[src/wdc_map.svh]
/*
 * register map, field positions, reset values and unlock keys for the
 * watchdog control and reset-flag block.
 * assumes the core presents special-function-register accesses on an 8-bit address.
 */
`ifndef WDC_MAP_SVH
`define WDC_MAP_SVH

// register addresses
`define WDC_ADDR_BOOT_SEL   8'hD7
`define WDC_ADDR_CONTROL    8'hD8
`define WDC_ADDR_KEY        8'hC7
`define WDC_ADDR_EXT_PRIO   8'hF8

// control register field positions
`define WDC_BIT_PWR_ON      6
`define WDC_BIT_IRQ_FLAG    3
`define WDC_BIT_RST_FLAG    2
`define WDC_BIT_RST_EN      1
`define WDC_BIT_RESTART     0

// boot-select and priority field positions
`define WDC_BIT_BOOT_LOADER 0
`define WDC_BIT_WDT_PRIO    4

// protected control bits: power-on, irq flag, reset enable, restart
`define WDC_PROT_MASK       8'h4B
// bits defined as zero after an external reset (pattern 0x0x0xx0)
`define WDC_EXT_CLR_MASK    8'hA9
// unimplemented bits read high
`define WDC_UNIMPL_CTRL     8'hB0
`define WDC_UNIMPL_BOOT     8'hFE
`define WDC_UNIMPL_PRIO     8'hEF

// timed-access keys and window
`define WDC_KEY_FIRST       8'hAA
`define WDC_KEY_SECOND      8'h55
`define WDC_UNLOCK_CYCLES   4'h3

`endif

[src/wdc_pkg.sv]
/*
 * types shared by the watchdog control block.
 * assumes wdc_map.svh supplies the numeric constants.
 */
package wdc_pkg;

    // register write request from the core
    typedef struct packed {
        logic       wr;
        logic [7:0] addr;
        logic [7:0] data;
    } wdc_wr_type;

    // reset cause presented by the reset controller
    typedef struct packed {
        logic power_on;
        logic external;
        logic watchdog;
    } wdc_cause_type;

    // timed-access unlock states
    typedef enum logic [2:0] {
        KEY_IDLE  = 3'b001,
        KEY_FIRST = 3'b010,
        KEY_OPEN  = 3'b100
    } wdc_key_type;

endpackage : wdc_pkg

[src/wdc_watchdog_ctrl.sv]
/*
 * watchdog control register, reset-cause flags, timed-access protection,
 * boot-region select and watchdog interrupt priority.
 * assumes: register writes are single-cycle strobes synchronous to CORE_CLK;
 * reset causes are one-cycle pulses from the chip reset controller, with
 * RST a synchronous active-high reset that returns only the unlock sequencer, the outputs and RD_DATA.
 */
// Overview of operation
// power-on flag set at power-up, software-only clear
// timeout sets interrupt flag until software clears
// reset flag set by enabled watchdog reset
// reset enable gates watchdog reset and flag
// restart write clears count, bit self-clears
// external reset loads pattern 0x0x0xx0
// watchdog reset sets flag, others kept
// power reset clears flag and enable, sets power-on
// all readable; protected bits need timed access
// software writes AA then 55 first
// unprotected bits take ordinary writes
// boot-select picks loader or application region
// boot-select register writes need unlock
// watchdog priority bit at position four
// protected write only shortly after unlock
`timescale 1ns/1ps
`include "wdc_map.svh"

module wdc_watchdog_ctrl (
    // clock and reset
    input  wire logic                  CORE_CLK,
    input  wire logic                  RST,
    // register access from the core
    input  wire wdc_pkg::wdc_wr_type   REG_WR,
    input  wire logic [7:0]            RD_ADDR,
    output      logic [7:0]            RD_DATA,
    // reset causes from the reset controller
    input  wire wdc_pkg::wdc_cause_type RST_CAUSE,
    // watchdog counter, reset request, irq priority and boot select
    input  wire logic                  WDT_TIMEOUT,
    output      logic                  WDT_CLEAR,
    output      logic                  WDT_RESET_REQ,
    output      logic                  WDT_IRQ_PRIO,
    output      logic                  BOOT_FROM_LOADER
);

    logic [7:0]          ctrl_q;       // control register
    logic [7:0]          ctrl_d;
    logic                boot_q;       // boot-from-loader
    logic                prio_q;       // watchdog irq priority
    wdc_pkg::wdc_key_type key_q;       // unlock sequencer
    logic [3:0]          open_cnt_q;   // cycles left in the unlock window
    logic                ctrl_wr;
    logic                key_wr;
    logic                unlocked;

    assign ctrl_wr  = REG_WR.wr && (REG_WR.addr == `WDC_ADDR_CONTROL);
    assign key_wr   = REG_WR.wr && (REG_WR.addr == `WDC_ADDR_KEY);
    // window is short so stray code cannot reuse an old unlock
    assign unlocked = (key_q == wdc_pkg::KEY_OPEN);

    // unlock sequencer: AA then 55 opens a short window
    always_ff @(posedge CORE_CLK) begin
        if (RST) begin
            key_q      <= wdc_pkg::KEY_IDLE;
            open_cnt_q <= 4'h0;
        end else begin
            case (key_q)
                wdc_pkg::KEY_IDLE: begin
                    if (key_wr && REG_WR.data == `WDC_KEY_FIRST) begin
                        key_q <= wdc_pkg::KEY_FIRST;
                    end
                end
                wdc_pkg::KEY_FIRST: begin
                    // any write other than the second key aborts
                    if (key_wr && REG_WR.data == `WDC_KEY_SECOND) begin
                        key_q      <= wdc_pkg::KEY_OPEN;
                        open_cnt_q <= `WDC_UNLOCK_CYCLES;
                    end else if (REG_WR.wr) begin
                        key_q <= wdc_pkg::KEY_IDLE;
                    end
                end
                wdc_pkg::KEY_OPEN: begin
                    // any write other than to the key register, or window expiry, closes it
                    if ((REG_WR.wr && !key_wr) || open_cnt_q == 4'h1) begin
                        key_q      <= wdc_pkg::KEY_IDLE;
                        open_cnt_q <= 4'h0;
                    end else begin
                        open_cnt_q <= open_cnt_q - 4'h1;
                    end
                end
                default: begin
                    key_q <= wdc_pkg::KEY_IDLE;
                end
            endcase
        end
    end

    // control register next value; reset causes take priority over writes
    always_comb begin
        ctrl_d = ctrl_q;
        ctrl_d[`WDC_BIT_RESTART] = 1'b0;
        if (ctrl_wr) begin
            // unprotected bits always, protected only when unlocked
            ctrl_d = (ctrl_q & `WDC_PROT_MASK) | (REG_WR.data & ~`WDC_PROT_MASK);
            // a locked write must not replay a restart still held in ctrl_q
            ctrl_d[`WDC_BIT_RESTART] = 1'b0;
            if (unlocked) begin
                ctrl_d = REG_WR.data;
            end
        end
        // hardware set wins over a same-cycle software clear
        if (WDT_TIMEOUT) begin
            ctrl_d[`WDC_BIT_IRQ_FLAG] = 1'b1;
        end
        if (RST_CAUSE.watchdog && ctrl_q[`WDC_BIT_RST_EN]) begin
            ctrl_d = ctrl_q;
            ctrl_d[`WDC_BIT_RST_FLAG] = 1'b1;
        end
        if (RST_CAUSE.external) begin
            ctrl_d = ctrl_q & ~`WDC_EXT_CLR_MASK;
        end
        if (RST_CAUSE.power_on) begin
            // power-up is a full reset, so every stored bit starts defined
            ctrl_d = ctrl_q & ~(`WDC_EXT_CLR_MASK | `WDC_UNIMPL_CTRL);
            ctrl_d[`WDC_BIT_RST_FLAG] = 1'b0;
            ctrl_d[`WDC_BIT_RST_EN]   = 1'b0;
            ctrl_d[`WDC_BIT_PWR_ON]   = 1'b1;
        end
    end

    // control register store; power-on flag cleared only by software
    always_ff @(posedge CORE_CLK) begin
        ctrl_q <= ctrl_d;
    end

    // boot-select and priority registers
    always_ff @(posedge CORE_CLK) begin
        if (RST_CAUSE.power_on) begin
            boot_q <= 1'b0;
            prio_q <= 1'b0;
        end else begin
            if (REG_WR.wr && REG_WR.addr == `WDC_ADDR_BOOT_SEL && unlocked) begin
                boot_q <= REG_WR.data[`WDC_BIT_BOOT_LOADER];
            end
            if (REG_WR.wr && REG_WR.addr == `WDC_ADDR_EXT_PRIO) begin
                prio_q <= REG_WR.data[`WDC_BIT_WDT_PRIO];
            end
        end
    end

    // outputs to the counter, reset controller and core
    always_ff @(posedge CORE_CLK) begin
        if (RST) begin
            WDT_CLEAR        <= 1'b0;
            WDT_RESET_REQ    <= 1'b0;
            WDT_IRQ_PRIO     <= 1'b0;
            BOOT_FROM_LOADER <= 1'b0;
        end else begin
            WDT_CLEAR        <= ctrl_d[`WDC_BIT_RESTART];
            WDT_RESET_REQ    <= WDT_TIMEOUT && ctrl_q[`WDC_BIT_RST_EN];
            WDT_IRQ_PRIO     <= prio_q;
            BOOT_FROM_LOADER <= boot_q;
        end
    end

    // read mux; unimplemented bits read high
    always_ff @(posedge CORE_CLK) begin
        if (RST) begin
            RD_DATA <= 8'h00;
        end else begin
            case (RD_ADDR)
                `WDC_ADDR_CONTROL:  RD_DATA <= ctrl_q | `WDC_UNIMPL_CTRL;
                `WDC_ADDR_BOOT_SEL: RD_DATA <= {7'h7F, boot_q};
                `WDC_ADDR_EXT_PRIO: RD_DATA <= `WDC_UNIMPL_PRIO | {3'h0, prio_q, 4'h0};
                default:            RD_DATA <= 8'hFF;
            endcase
        end
    end
endmodule : wdc_watchdog_ctrl

[config.mk]
export PLATFORM = sky130hd
export DESIGN_NAME = wdc_watchdog_ctrl
export DESIGN_NICKNAME = d
export VERILOG_FILES = /design/src/wdc_pkg.sv /design/src/wdc_watchdog_ctrl.sv
export VERILOG_INCLUDE_DIRS = /design/src
export SDC_FILE = /design/constraint.sdc
export NUM_CORES = 1
export LEC_CHECK = 0
export BUFFER_PORTS_ARGS = -buffer_cell sky130_fd_sc_hd__buf_4
export CAP_MARGIN = 40
export CORE_MARGIN = 2
export CORE_UTILIZATION = 33
export CTS_BUF_LIST = sky130_fd_sc_hd__clkbuf_2 sky130_fd_sc_hd__clkbuf_4 sky130_fd_sc_hd__clkbuf_8
export DETAILED_ROUTE_END_ITERATION = 12
export GPL_TIMING_DRIVEN = 0
export SYNTH_ARGS = -nofsm -noshare
export SYNTH_HDL_FRONTEND = slang
export SYNTH_SLANG_ARGS = --single-unit
[constraint.sdc]
create_clock -name CORE_CLK -period 1.8 [get_ports CORE_CLK]
set_input_delay 0.09 -clock CORE_CLK [delete_from_list [all_inputs] [get_ports CORE_CLK]]
set_output_delay 0.09 -clock CORE_CLK [all_outputs]
set_load 0.02 [all_outputs]
==> key figures <==
Critical path
  • Slowest stage delay, CP: around 380 ps
  • Worst-path maximum fanout: 4
  • Critical path endpoint category: flip-flop
  • R2R Setup Slk: 60 ps
  • CP startpoint kind: flip-flop
  • Origin of the critical flop-to-flop path: key_q[1]
  • Crit-path slowest cell: or3b_1
  • Worst Reg-to-Reg Cells: 6
  • Arrival @ worst endpoint: 1960 ps
  • Cells along the critical path: or3b_1, buf_6, buf_4, nor4_1, mux2i_1, nor2_1
  • Buf/Inv on CP: 2
  • CP required: between 2000 and 2500 ps
  • Kind of cell adding the most delay to the critical path: simple AND/OR/NAND/NOR gates
  • FF-to-FF End: boot_q
  • Crit path kind: reg -> reg

Synth
  • Number of enable flip-flop cells after synthesis: 0
  • Top-area cell type share of the netlist area: 41.8%
  • Net Count, Synth: 160
  • Flops & latches, synth: 25
  • Synth Area per Inst: approximately 9.4 um2
  • Ys async rst share: 0%
  • Ys Warns: 0
  • Yosys top cell by area: dfxtp_1
  • Commonest register cell after synthesis: dfxtp_1
  • Top post-synthesis cells by area: dfxtp_1, a21oi_1, inv_1, nor3b_1, ha_1
  • Library cells used by synthesis: 46
  • Seq/Total Area, Yosys: 41.8%
  • Cells after Synth: 127
  • Synth Cell Area: 0.00120 mm2

Min path
  • Hold Path End: ctrl_q[6]
  • Worst Hold Depth: 2
  • HP Class: in -> reg
  • Min-delay src: REG_WR[6]

GRT
  • First-pass GRT wire length: roughly 5000 um
  • Initial antenna violation count: 0
  • Largest net degree at the start of global routing: 16
  • Vias in the first global route: around 1200
  • GRT Overall Usage: 15.2%
  • Overflow after GRT: 0

Timing
  • Setup violators final: 0
  • F_max: around 0.57 GHz
  • Fin crit period: 1740 ps
  • Slew headroom: 61.7%
  • Final-report max-slew violation count: 0
  • RSZ-0062 raised after global routing: true
  • Final setup TNS: 0 ps
  • Period utilization: 96.9%
  • Clock skew: between 10 and 15 ps
  • Slew @ Worst Pin: 566 ps
  • Hold Fails Final Rpt: 0
  • Min Hold Slack: 12.6 ps

Route
  • Vias per std cell: 5.14
  • Wire length per cell: 13.0 um
  • DRC: 0
  • DR vias: 1142
  • Drt pass-1 iters: 4
  • Drt first-iter violations: 16
  • Post-route ant nets: 0
  • Final WL: 2880 um

Floorplanning
  • Die width: 64.3 um
  • Die ar.: 0.00413 mm2
  • Core box area: roughly 0.0034 mm2
  • I/O pin cnt: between 40 and 50
  • # rows: 21
  • Initial core utilization: 35.1%
  • Die Ht: ~64 um

Placement
  • Buffers on Ports: between 40 and 50
  • Post-place instance area: between 0.0015 and 0.002 mm2
  • RD Place Congestion: 0.809
  • Post-DP HPWL: ~2400 um

Power and ir drop
  • Power per cell area: just under 600 mW/mm2
  • Leakage: about 0.64 nW
  • Worst ir drop on vdd: 0.203 mV

Finish
  • Post-layout instance area: roughly 0.0016 mm2
  • Share of cells above drive strength 1: 31.3%
  • Diode count: 0
  • Final net count: 210
  • Commonest cells after routing, fill and taps aside: buf_4, dfxtp_1, a21oi_1
  • Most common cell after layout, fill and taps aside: buf_4
  • Area Growth Syn to Fin: 36.3%

Clocking
  • CTS Buf Count: 3
  • H-Tree Level Count: 1
  • Max Buffers Root-to-Sink: 2
  • Clock sinks: 25
  • Clk root buf: clkbuf_4
  • CTS clk-pin slew, worst paths: 140 ps
  • Worst skew pair latency: 320 ps
  • CTS tree: done

Run status
  • Outcome: complete, no violations

Flow run
  • Max_cap viols: 0
==> cells by family (layout without fill, tap and decap cells) <==
family	count (synthesis)	count (layout)	synth area share, %
and+or+nand+nor	53	53	31.8
AOI/OAI and AO/OA	32	32	17.6
DFF	25	25	41.8
buffers and inverters	13	62	5.01
adders and majority gates	2	2	2.09
muxes	2	2	1.67
==> final cells by class <==
cell class	instances	area (um2)
fill	355	1780
timing repair buffer	45	345
inverter	9	33.8
multi-input combinational	89	638
clock inverter	1	7.51
buffer	4	26.3
tap	46	57.6
clock buffer	3	22.5
sequential	25	503
==> routing by layer <==
layer,track usage (%),up-vias,share of wire (%)
met3,2.29,4,6.4
li1,-,577,-
met4,5.32,0,1.3
met5,0,-,0
met1,18.5,518,45
met2,27.0,43,47
==> stage by stage <==
step	utilization (%)	total power, mW	std cells	setup WS (ps)
after global placement	45.8	0.709	214	7.59
after global routing	47.8	1.00	222	-6.74
after detailed placement	45.8	0.712	214	-45.9
after CTS	47.8	0.967	222	2.15
after floorplan	-	0.623	127	49.1
final	47.8	0.955	222	56.2
==> synthesized netlist by cell type (all sizes together), types with 3 or more instances <==
master   n
o21ai    5
nand2    6
nor3b    4
nand4    3
dfxtp   25
or3      3
inv      9
nor3     4
nor4b    3
nor4     4
nor2b    4
buf      3
a21oi   12
nor2     4
==> flip-flops by register name, summed over array words and instances (netlist names), 3 cells and up <==
register    cells
RD_DATA         7
ctrl_q          5
open_cnt_q      4
key_q           3
==> worst max-delay path by stage <==
stage	from	to	slack, ps	cells after the start
after floorplan	key_q[2]	ctrl_q[3]	50	5
after CTS	key_q[1]	ctrl_q[3]	2	5
final	key_q[1]	boot_q	60	6
after global placement	key_q[2]	ctrl_q[3]	8	5
after detailed placement	key_q[2]	ctrl_q[3]	-50	5
after global routing	key_q[1]	ctrl_q[3]	-7	5
==> report_power, final <==
part / total, mW / switching (mW) / internal [mW]
clock network: 0.251 / 0.166 / 0.0848
registers: 0.566 / 0.00289 / 0.563
logic: 0.138 / 0.0649 / 0.0734
total: 0.955 / 0.234 / 0.721
==> what timing repair did <==
item                                    4_1_cts  5_1_grt
hold buffers                                  3        0
pin swaps                                     3        1
endpoints found under the setup margin        3        1
hold endpoints to repair                      6        0
resized for setup                             2        0
setup buffers                                 1        0
No activity file was read; power rests on OpenSTA's default activity.
